<file path="src/verilog/apw_defs.svh">
// register offsets, field positions, reset values and timing counts
// assumes a 10 MHz system clock and a word-aligned wishbone bus
`ifndef APW_DEFS_SVH
`define APW_DEFS_SVH

// ==========================================================
// timing
`define APW_CLK_NS 100
`define APW_ANG_UPD_NS 2000
`define APW_ANG_UPD_CYC ((`APW_ANG_UPD_NS + `APW_CLK_NS - 1) / `APW_CLK_NS)
`define APW_UNIT_NS 2500
`define APW_UNIT_CYC (`APW_UNIT_NS / `APW_CLK_NS)

// ==========================================================
// carrier period index: base 112 + (16 << range) + (step << range)
`define APW_IDX_BASE 112
`define APW_IDX_BAND 16

// ==========================================================
// duty fractions: angle 4096/81920 + 18*a/81920, code (8+9k)/160
`define APW_ANG_OFS 4096
`define APW_ANG_MUL 18
`define APW_ANG_DEN 81920
`define APW_ERR_OFS 8
`define APW_ERR_MUL 9
`define APW_ERR_DEN 160

// ==========================================================
// register map (byte addresses)
`define APW_OFS_OUTCFG 8'h00
`define APW_OFS_ERREN 8'h04
`define APW_OFS_CTRL 8'h08
`define APW_OFS_STATUS 8'h0C

// ==========================================================
// field positions
`define APW_F_RANGE_LO 0
`define APW_F_STEP_LO 3
`define APW_F_EOE 7
`define APW_F_ESS 8
`define APW_F_CLR_CC 0
`define APW_F_MASK_AN 1
`define APW_F_MASK_MAIN 2
`define APW_F_ST_REP 20
`define APW_F_ST_IDX 16
`define APW_F_ST_ANG 20

// ==========================================================
// widths and reset values
`define APW_NERR 13
`define APW_CNT_W 18
`define APW_CTRL_RST 3'h0

`endif

</file>
<file path="src/verilog/apw_pkg.sv">
// types shared by the angle pwm output block
// assumes apw_defs.svh is on the include path
package apw_pkg;

    // ==========================================================
    // output behaviour of one carrier period
    typedef enum logic [1:0] {
        APW_MODE_ANGLE,
        APW_MODE_CODE,
        APW_MODE_RELEASE
    } apw_mode_t;

    // errors in falling priority order, index = bit position
    typedef enum logic [3:0] {
        APW_E_WATCHDOG,
        APW_E_NVM_UNCORR,
        APW_E_SELFTEST,
        APW_E_PLL,
        APW_E_ZERO_CROSS,
        APW_E_AVERAGING,
        APW_E_SUPPLY_LOW,
        APW_E_FIELD_WEAK,
        APW_E_NVM_CORR,
        APW_E_SATURATION,
        APW_E_FIELD_STRONG,
        APW_E_TEMPERATURE,
        APW_E_CTRL_CLEARED
    } apw_err_t;

endpackage : apw_pkg
</file>
<file path="src/verilog/apw_core.sv">
// angle pwm output with prioritized error codes, wishbone slave
// assumes one 10 MHz clock, sync reset, fault inputs on the same clock
//
// What this block does
// - output is open drain: pull low actively, release for the high level.
// - duty stays between 5% for zero and 95% for a full turn.
// - high first 5%, low last 5%, falling edge linear in the middle 90%.
// - angle for a period is captured at its start, the rising edge.
// - duty output carries a 12-bit angle, never full scale.
// - largest high time is 5% plus 90% times 4095/4096 of the period.
// - carrier set by 3-bit range and 4-bit step, 128 choices.
// - each range and step maps to its frequency, 3125 Hz down to 98 Hz.
// - error output enable 0 ignores errors; 1 lets style select decide.
// - style 0 releases the output while a reportable error exists.
// - style 1 halves the carrier and shows the top error's duty code.
// - an error is reportable only when its own enable bit is set.
// - thirteen ranked errors, codes 5% up in 5.625% steps to 72.5%.
// - watchdog and self-test are permanent; pll flag follows the lock.
// - averaging and corrected memory errors report for two periods then clear.
// - control-cleared fault holds until the host clears it by register.
// - undervoltage reported only for unmasked supplies, while one remains.
// - weak field, saturation, strong field, temperature follow their cause.
// - internal angle refreshes every 2 us, apart from the carrier.
// - power-up loads shadow config from memory and serial regs to defaults.
`timescale 1ns/1ps
`include "apw_defs.svh"

module apw_core
    import apw_pkg::*;
(
    input wire logic clk_i,                     // 10 MHz clock
    input wire logic rst_i,                     // sync reset, high
    input wire logic [7:0] wb_adr_i,            // byte address
    input wire logic [31:0] wb_dat_i,           // write data
    input wire logic [3:0] wb_sel_i,            // byte enables
    input wire logic wb_we_i,                   // write
    input wire logic wb_cyc_i,                  // cycle
    input wire logic wb_stb_i,                  // strobe
    output logic [31:0] wb_dat_o,               // read data
    output logic wb_ack_o,                      // ack
    input wire logic [8:0] output_config_row_i, // memory shadow row
    input wire logic [12:0] error_enable_row_i, // memory shadow row
    input wire logic [11:0] angle_i,            // processed angle
    input wire logic watchdog_fault_i,          // event, sticky
    input wire logic nvm_uncorrectable_fault_i, // event, sticky
    input wire logic selftest_fault_i,          // event, sticky
    input wire logic pll_unlocked_fault_i,      // level
    input wire logic zero_cross_integrity_fault_i, // level
    input wire logic averaging_fault_i,         // event
    input wire logic analog_supply_low_i,       // level
    input wire logic main_supply_low_i,         // level
    input wire logic field_too_weak_i,          // level
    input wire logic nvm_corrected_fault_i,     // event
    input wire logic saturation_warning_i,      // level
    input wire logic field_too_strong_i,        // level
    input wire logic temperature_range_fault_i, // level
    input wire logic control_cleared_fault_i,   // event
    output logic pwm_out_o,                     // pin level, always 0
    output logic pwm_oe_o                       // high pulls pin low
);

    // ==========================================================
    // first set bit, highest priority first
    function automatic logic [3:0] top_err(input logic [12:0] v);
        logic [3:0] r;
        r = 4'hF;
        for (int i = `APW_NERR - 1; i >= 0; i--) begin
            if (v[i]) begin
                r = 4'(i);
            end
        end
        return r;
    endfunction : top_err

    // ==========================================================
    // registers
    logic [8:0] out_cfg;
    logic [12:0] err_en;
    logic mask_an;
    logic mask_main;
    logic clr_cc;
    logic [11:0] ang_now;
    logic [4:0] upd_cnt;
    logic [`APW_CNT_W-1:0] cnt;
    logic [`APW_CNT_W-1:0] per;
    logic [`APW_CNT_W-1:0] thr;
    apw_mode_t mode;
    logic [3:0] shown_idx;
    logic [12:0] err_at;
    logic [12:0] rep_at;
    logic [11:0] ang_at;
    logic started;
    logic wd_s;
    logic nu_s;
    logic st_s;
    logic av_s;
    logic nc_s;
    logic cc_s;

    // ==========================================================
    // wishbone slave
    logic acc;
    logic [31:0] wmask;
    logic [31:0] rd;
    assign acc = wb_cyc_i && wb_stb_i && !wb_ack_o;
    assign wmask = {{8{wb_sel_i[3]}}, {8{wb_sel_i[2]}},
                    {8{wb_sel_i[1]}}, {8{wb_sel_i[0]}}};

    always_ff @(posedge clk_i) begin
        if (rst_i) begin
            wb_ack_o <= 1'b0;
            wb_dat_o <= 32'h0;
        end else begin
            wb_ack_o <= acc;
            wb_dat_o <= (acc && !wb_we_i) ? rd : 32'h0;
        end
    end

    always_comb begin
        rd = 32'h0;
        case (wb_adr_i)
            `APW_OFS_OUTCFG: rd[8:0] = out_cfg;
            `APW_OFS_ERREN: rd[12:0] = err_en;
            `APW_OFS_CTRL: rd[2:1] = {mask_main, mask_an};
            `APW_OFS_STATUS: begin
                rd[12:0] = err_at;
                rd[19:16] = shown_idx;
                rd[31:20] = ang_at;
            end
            default: rd = 32'h0;
        endcase
    end

    logic wr;
    logic [31:0] wv_cfg;
    logic [31:0] wv_en;
    logic [31:0] wv_ctl;
    // write lands at the edge where the master sees ack high
    assign wr = wb_cyc_i && wb_stb_i && wb_we_i && wb_ack_o;
    assign wv_cfg = ({23'h0, out_cfg} & ~wmask) | (wb_dat_i & wmask);
    assign wv_en = ({19'h0, err_en} & ~wmask) | (wb_dat_i & wmask);
    assign wv_ctl = ({29'h0, mask_main, mask_an, 1'b0} & ~wmask)
                  | (wb_dat_i & wmask);

    // shadow config loads from memory rows at reset
    always_ff @(posedge clk_i) begin
        if (rst_i) begin
            out_cfg <= output_config_row_i;
            err_en <= error_enable_row_i;
        end else if (wr && wb_adr_i == `APW_OFS_OUTCFG) begin
            out_cfg <= wv_cfg[8:0];
        end else if (wr && wb_adr_i == `APW_OFS_ERREN) begin
            err_en <= wv_en[12:0];
        end
    end

    always_ff @(posedge clk_i) begin
        if (rst_i) begin
            {mask_main, mask_an, clr_cc} <= `APW_CTRL_RST;
        end else begin
            clr_cc <= wr && wb_adr_i == `APW_OFS_CTRL
                   && wv_ctl[`APW_F_CLR_CC];
            if (wr && wb_adr_i == `APW_OFS_CTRL) begin
                mask_an <= wv_ctl[`APW_F_MASK_AN];
                mask_main <= wv_ctl[`APW_F_MASK_MAIN];
            end
        end
    end

    // ==========================================================
    // internal angle refresh
    always_ff @(posedge clk_i) begin
        if (rst_i) begin
            upd_cnt <= 5'h0;
            ang_now <= 12'h0;
        end else if (upd_cnt == 5'(`APW_ANG_UPD_CYC - 1)) begin
            upd_cnt <= 5'h0;
            ang_now <= angle_i;
        end else begin
            upd_cnt <= upd_cnt + 5'h1;
        end
    end

    // ==========================================================
    // error sources
    logic start;
    logic [12:0] once_clr;
    logic [12:0] err;
    logic [12:0] rep;
    assign start = !started || cnt == per - `APW_CNT_W'(1);

    always_ff @(posedge clk_i) begin
        if (rst_i) begin
            {wd_s, nu_s, st_s, av_s, nc_s, cc_s} <= 6'h0;
        end else begin
            wd_s <= wd_s | watchdog_fault_i;
            nu_s <= nu_s | nvm_uncorrectable_fault_i;
            st_s <= st_s | selftest_fault_i;
            av_s <= averaging_fault_i
                 | (av_s & !once_clr[APW_E_AVERAGING]);
            nc_s <= nvm_corrected_fault_i
                 | (nc_s & !once_clr[APW_E_NVM_CORR]);
            cc_s <= control_cleared_fault_i | (cc_s & !clr_cc);
        end
    end

    always_comb begin
        err = 13'h0;
        err[APW_E_WATCHDOG] = wd_s;
        err[APW_E_NVM_UNCORR] = nu_s;
        err[APW_E_SELFTEST] = st_s;
        err[APW_E_PLL] = pll_unlocked_fault_i;
        err[APW_E_ZERO_CROSS] = zero_cross_integrity_fault_i;
        err[APW_E_AVERAGING] = av_s;
        err[APW_E_SUPPLY_LOW] = (analog_supply_low_i & !mask_an)
                              | (main_supply_low_i & !mask_main);
        err[APW_E_FIELD_WEAK] = field_too_weak_i;
        err[APW_E_NVM_CORR] = nc_s;
        err[APW_E_SATURATION] = saturation_warning_i;
        err[APW_E_FIELD_STRONG] = field_too_strong_i;
        err[APW_E_TEMPERATURE] = temperature_range_fault_i;
        err[APW_E_CTRL_CLEARED] = cc_s;
    end

    assign rep = err & err_en;

    // one-shot bits clear once shown, or if never reportable
    for (genvar g = 0; g < `APW_NERR; g++) begin : g_once
        assign once_clr[g] = start && started && err_at[g]
            && (!rep_at[g] || mode == APW_MODE_RELEASE
                || (mode == APW_MODE_CODE && shown_idx == 4'(g)));
    end

    // ==========================================================
    // next period setup
    logic [2:0] rng;
    logic [3:0] stp;
    logic [12:0] idx_n;
    logic [`APW_CNT_W-1:0] base_per;
    apw_mode_t next_mode;
    logic [`APW_CNT_W-1:0] next_per;
    logic [3:0] next_idx;
    logic [35:0] prod;
    logic [`APW_CNT_W-1:0] next_thr;

    assign rng = out_cfg[`APW_F_RANGE_LO +: 3];
    assign stp = out_cfg[`APW_F_STEP_LO +: 4];
    assign idx_n = 13'(`APW_IDX_BASE) + (13'(`APW_IDX_BAND) << rng)
                 + (13'(stp) << rng);
    assign base_per = `APW_CNT_W'(idx_n) * `APW_CNT_W'(`APW_UNIT_CYC);
    assign next_idx = top_err(rep);

    always_comb begin
        next_mode = APW_MODE_ANGLE;
        if (out_cfg[`APW_F_EOE] && rep != 13'h0) begin
            next_mode = out_cfg[`APW_F_ESS] ? APW_MODE_CODE
                                             : APW_MODE_RELEASE;
        end
    end

    assign next_per = (next_mode == APW_MODE_CODE)
                    ? {base_per[`APW_CNT_W-2:0], 1'b0} : base_per;

    always_comb begin
        if (next_mode == APW_MODE_CODE) begin
            prod = 36'(next_per) * (36'(`APW_ERR_OFS)
                 + 36'(`APW_ERR_MUL) * 36'(next_idx));
            next_thr = `APW_CNT_W'(prod / 36'(`APW_ERR_DEN));
        end else begin
            prod = 36'(next_per) * (36'(`APW_ANG_OFS)
                 + 36'(`APW_ANG_MUL) * 36'(ang_now));
            next_thr = `APW_CNT_W'(prod / 36'(`APW_ANG_DEN));
        end
    end

    // ==========================================================
    // period counter, latched state per period
    always_ff @(posedge clk_i) begin
        if (rst_i) begin
            started <= 1'b0;
            cnt <= `APW_CNT_W'(0);
            per <= `APW_CNT_W'(1);
            thr <= `APW_CNT_W'(0);
            mode <= APW_MODE_ANGLE;
            shown_idx <= 4'hF;
            err_at <= 13'h0;
            rep_at <= 13'h0;
            ang_at <= 12'h0;
        end else if (start) begin
            started <= 1'b1;
            cnt <= `APW_CNT_W'(0);
            per <= next_per;
            thr <= next_thr;
            mode <= next_mode;
            shown_idx <= next_idx;
            err_at <= err;
            rep_at <= rep;
            ang_at <= ang_now;
        end else begin
            cnt <= cnt + `APW_CNT_W'(1);
        end
    end

    // ==========================================================
    // open-drain pin: release while high, pull during low part
    always_ff @(posedge clk_i) begin
        if (rst_i) begin
            pwm_out_o <= 1'b0;
            pwm_oe_o <= 1'b0;
        end else begin
            pwm_out_o <= 1'b0;
            pwm_oe_o <= started && mode != APW_MODE_RELEASE
                     && cnt >= thr;
        end
    end

endmodule : apw_core

</file>
<file path="config.mk">
export PLATFORM = sky130hd
export DESIGN_NAME = apw_core
export DESIGN_NICKNAME = d
export VERILOG_FILES = /design/src/verilog/apw_pkg.sv /design/src/verilog/apw_core.sv
export VERILOG_INCLUDE_DIRS = /design/src /design/src/verilog
export SDC_FILE = /design/constraint.sdc
export NUM_CORES = 2
export LEC_CHECK = 0
export BUFFER_PORTS_ARGS = -buffer_cell sky130_fd_sc_hd__buf_2
export CAP_MARGIN = 15
export CORE_ASPECT_RATIO = 1.4
export CORE_MARGIN = 1.5
export CORE_UTILIZATION = 50
export CTS_BUF_LIST = sky130_fd_sc_hd__clkbuf_16
export DETAILED_ROUTE_END_ITERATION = 8
export GPL_TIMING_DRIVEN = 0
export MAX_ROUTING_LAYER = met4
export PLACE_DENSITY = 0.67
export SETUP_SLACK_MARGIN = 0.4
export SLEW_MARGIN = 10
export SYNTH_ARGS = -nofsm -noshare
export SYNTH_HDL_FRONTEND = slang
export SYNTH_SLANG_ARGS = --single-unit
</file>
<file path="constraint.sdc">
create_clock -name clk_i -period 31.7 [get_ports clk_i]
set_input_delay 1.585 -clock clk_i [delete_from_list [all_inputs] [get_ports clk_i]]
set_output_delay 1.585 -clock clk_i [all_outputs]
set_load 0.1 [all_outputs]
</file>
======== After elaboration in Yosys (flattened, before gate mapping) ========
Index checks and enable logic that the tools add are counted.
storage, ports and cells
  bits in registers ....................... 177
  input bits .............................. 97
  word-level logic and storage cells ...... 148
cells by class
  add/subtract/negate cells ............... 7
  multipliers ............................. 5
  divide/modulo/power cells ............... 2
  order comparisons ....................... 1
  equal/unequal tests ..................... 12
  shift-type cells ........................ 2
  mux-type cells .......................... 26
  bitwise operators ....................... 23
  reduce and logical (&&, ||, !) cells .... 43
operator list
  operator                count
  $mux 4                  12
  $and 13x13->13          3
  $mux 13                 3
  $div 36x17->36 const B  1
  $div 36x8->36 const B   1
  $mul 18x18->36          1
  $mux 18                 2
  $mul 18x9->27           1
  $logic_and 1x1->1       19
  $add 13x17->18 const A  1
  $add 18x1->18 const B   1
  $eq 18x18->1            1
  $ge 18x18->1            1
  $mul 13x5->18 const B   1
  $mux 9                  2
  $pmux 6 s3              1
  $sub 18x1->18 const B   1
  $eq 8x4->1 const B      2
  $mul 4x12->16 const A   1
  $add 13x13->13          1
  $add 7x13->13 const A   1
  $not 13->13             1
  $or 13x13->13           1
  $reduce_bool 13->1      1
  30 further kinds        61

======== Depth between registers and ports, before layout ========
  word-level depth ........................ 22
  depth in mapped cells ................... 81
  gate-level depth less buffers ........... 72

======== Least setup slack after synthesis ========
OpenSTA, ideal clock, no wires.
  kind .................................... register to register
  from .................................... register (tool-made name)
  to ...................................... register thr[0]
  library setup time ...................... 131 ps
  arrival time ............................ 16,362 ps
  data required time ...................... 31,569 ps
  path slack .............................. 15,207 ps
  stages on the path, launching flop included .. 76
  path buffers ............................ 6
  period minus slack after synthesis ...... 16,493 ps
  cells stage by stage .................... edfxtp_1 -> clkbuf_1 -> mux2_2 -> a21oi_1 -> nor2_1 -> a21oi_1 -> ha_1 -> inv_1 -> ha_1 -> fa_1 -> a21oi_1 -> nor2_1 -> nor2_1 -> xnor2_1 -> inv_1 -> ha_1 -> ha_1 -> inv_1 -> [... 40 more ...] -> nor3_1 -> a221o_1 -> nor2_4 -> mux2_2 -> a32o_1 -> a21oi_2 -> o32ai_1 -> mux2i_1 -> and4b_1 -> or4_4 -> buf_4 -> buf_6 -> o211ai_1 -> o221ai_1 -> o221ai_1 -> nand4_1 -> a211oi_1 -> o41ai_2
RTL lines
  what                  RTL line         RTL
  end signal, assigned  apw_core.sv:283  thr <= `APW_CNT_W'(0);
  end signal, assigned  apw_core.sv:293  thr <= next_thr;
  end, declared         apw_core.sv:86   logic [`APW_CNT_W-1:0] thr;

==> flow_metrics.env <==
export IMPL_critPathLaunchType="flop"
export IMPL_die_area_mm2=0.0642
export IMPL_finClkSkew_ns=0.0174
export IMPL_synth_ff_type="sky130_fd_sc_hd__dfxtp_1"
export IMPL_synth_cell_types=122
export IMPL_number_of_enable_flip_flop_cells_after_synthesis=22
export IMPL_timing_critical_path_arrival_ns=21.08
export IMPL_fin_worst_hold_slack_ns=0.447
export IMPL_post_cts_hold_buffer_count=0
export IMPL_grt_pass1_vias=28900
export IMPL_cts_sink_cnt=167
export IMPL_tightestPinTransition_ns=1.36
export IMPL_floorplan_die_height_um=299
export IMPL_cts_root_buf="sky130_fd_sc_hd__clkbuf_16"
export IMPL_totalWireLength_mm=102
export IMPL_synthesized_cell_area_mm2=0.0313
export IMPL_finalMaxSlewViolations=0
export IMPL_final_antenna_violating_net_count=0
export IMPL_top_ports=132
export IMPL_layout_filler_cells=6016
export IMPL_synth_seq_cells=167
export IMPL_floorplan_die_width_um=215
export IMPL_cp_required_ns=32.00
export IMPL_synth_top_cells_by_area="sky130_fd_sc_hd__fa_1 22%, sky130_fd_sc_hd__ha_1 12%, sky130_fd_sc_hd__dfxtp_1 9.3%"
export IMPL_detail_route_vias_per_cell=5.91
export IMPL_rsz_0062_raised_after_global_routing="no"
export IMPL_holdCritPathClass="flop to flop"
export IMPL_globalplace_congestion=1.02
export IMPL_port_buffer_count=105
export IMPL_period_minus_slack_ns=20.78
export IMPL_maximum_number_of_pins_on_one_net_before_global_route_repair=18
export IMPL_final_hold_violation_count=0
export IMPL_final_layout_size_suffix_gt1_frac=0.0718
export IMPL_area_growth_syn_to_layout_pct=7.26
export IMPL_max_cap_violations=0
export IMPL_grt_pass1_wl_mm=161
export IMPL_async_sr_flop_fraction=0
export IMPL_floorplan_initialDensity=0.505
export IMPL_grtUsageTotal=0.330
export IMPL_tritoncts="done"
export IMPL_post_route_drc_count=0
export IMPL_cpPeakStageDelay_ns=0.67
export IMPL_wl_per_instance_um=20.8
export IMPL_synthesis_instances=3933
export IMPL_nNetsFinal=4813
export IMPL_clkTransAtPathRegs_ns=0.07
export IMPL_clock_tree_htree_level_count=4
export IMPL_ctsResizeCount=0
export IMPL_result_of_the_run="finished, final reports clean"
export IMPL_fin_crit_sh=0.655
export IMPL_number_of_antenna_violations_at_the_first_check_in_global_routing=1
export IMPL_worstSetupPathType="flop to flop"
export IMPL_finalSetupViolCount=0
export IMPL_drt_pre_antenna_iters=6
export IMPL_row_count=108
export IMPL_routed_via_count=29100
export IMPL_totalNegativeSetupSlack_ns=0
export IMPL_cts_post_setup_buffers_inserted=0
export IMPL_numCtsBuffers=17
export IMPL_synth_top_cell_area_share=0.221
export IMPL_detailed_place_hpwl_mm=83.8
export IMPL_worst_slew_margin_rel=0.0902
export IMPL_ys_seq_area_frac=0.114
export IMPL_setup_worst_path_end_class="flop"
export IMPL_maximum_frequency_from_static_timing_analysis_mhz=48.1
export IMPL_cts_max_path_buffers=2
export IMPL_critical_path_top_delay_cell="sky130_fd_sc_hd__clkbuf_1"
export IMPL_drt_iter0_drc=2332
export IMPL_grt_overflow=0
export IMPL_avgSynthCellArea_um2=7.96
export IMPL_synth_top_cell_by_area="sky130_fd_sc_hd__fa_1"
export IMPL_synth_yosys_warnings=0
export IMPL_floorplan_core_area_mm2=0.0620
export IMPL_insertion_delay_ns=0.45
export IMPL_timing_critical_path_mode_cell="sky130_fd_sc_hd__inv_1"
export IMPL_path_max_fanout=10
[logic make-up after synthesis]
family	Yosys count	share of synthesized area
compound gates	820	0.189
xor+xnor	153	0.0433
fa+ha+maj	638	0.338
buf+inv	723	0.0905
flops	167	0.114
mux	45	0.0157
other cells	2	0.000240
simple gates	1385	0.210
[path summary, 6_finish.rpt]
path,startpoint,endpoint,slack (ns),cells after the start
max reg2reg,flop,thr[0],10.92,74
min reg2reg,ang_at[7],ang_at[7],0.45,2
max,flop,thr[0],10.92,74
min,ang_at[7],ang_at[7],0.45,2
[routing by layer]
metal  wire (um)  share of wire  GRT usage  vias up
met4        7090          0.069      0.195        0
met5           0              0          -        -
met3        5640          0.055     0.0396      336
met2       51000           0.50      0.577     1054
li1            -              -          -    13600
met1       38600           0.38      0.360    14100
[placed cells by master (no fill, tap or decap), drive strengths merged, types with 39 or more instances in the layout]
cell    synthesis  final
a211oi         59     59
a21oi         209    209
and2          148    148
xnor2          95     95
clkbuf        152    169
nor2b          41     41
xor2           58     58
nand3         109    109
nor2          305    305
inv           517    525
dfxtp         145    145
nand4          39     39
nor3           68     68
o21ai          99     99
fa            346    346
nand2         503    503
o211ai         47     47
nand2b         40     40
a21o           40     40
ha            289    289
and3           43     43
buf            54    163
[per-stage QoR]
stage,utilization,instance area [um^2],cells,worst slack (ns)
after floorplan,-,31400,3953,15.21
after global placement,0.531,33000,4883,11.25
after detailed placement,0.532,33000,4887,11.22
after CTS,0.541,33600,4919,11.11
after global routing,0.542,33600,4919,9.93
final,0.542,33600,4920,10.92
[synth_stat cells, drive strengths merged (59+ instances only)]
cell type    n
nand2      503
nor2       305
and2       148
clkbuf     152
ha         289
o21ai       99
fa         346
dfxtp      145
xnor2       95
a211oi      59
a21oi      209
nand3      109
nor3        68
inv        517
[worst max-delay path, delay by kind of cell, from the launching register on]
family	cells	cell delay [ns]
DFF	1	0.34
adders and majority gates	15	5.80
and+or+nand+nor	15	3.82
xor gates and xnor gates	3	0.96
muxes	3	1.40
buffers and inverters	15	2.41
AOI/OAI and AO/OA	23	5.82
[cell type report]
cell class                      instances  area (um^2)  share of cell area
Antenna cell                            1         2.50           0.0000745
Buffer                                206          893              0.0266
Inverter                              517         1940              0.0578
Multi-Input combinational cell       3063        25100               0.746
Tap cell                              825         1030              0.0307
Timing Repair Buffer                  109          551              0.0164
Sequential cell                       167         3560               0.106
Clock inverter                         15          140             0.00417
Clock buffer                           17          425              0.0127
Power is left out: the tool's default activity adds up to more than one toggle a clock period on the data nets, which glitch-free logic cannot reach.
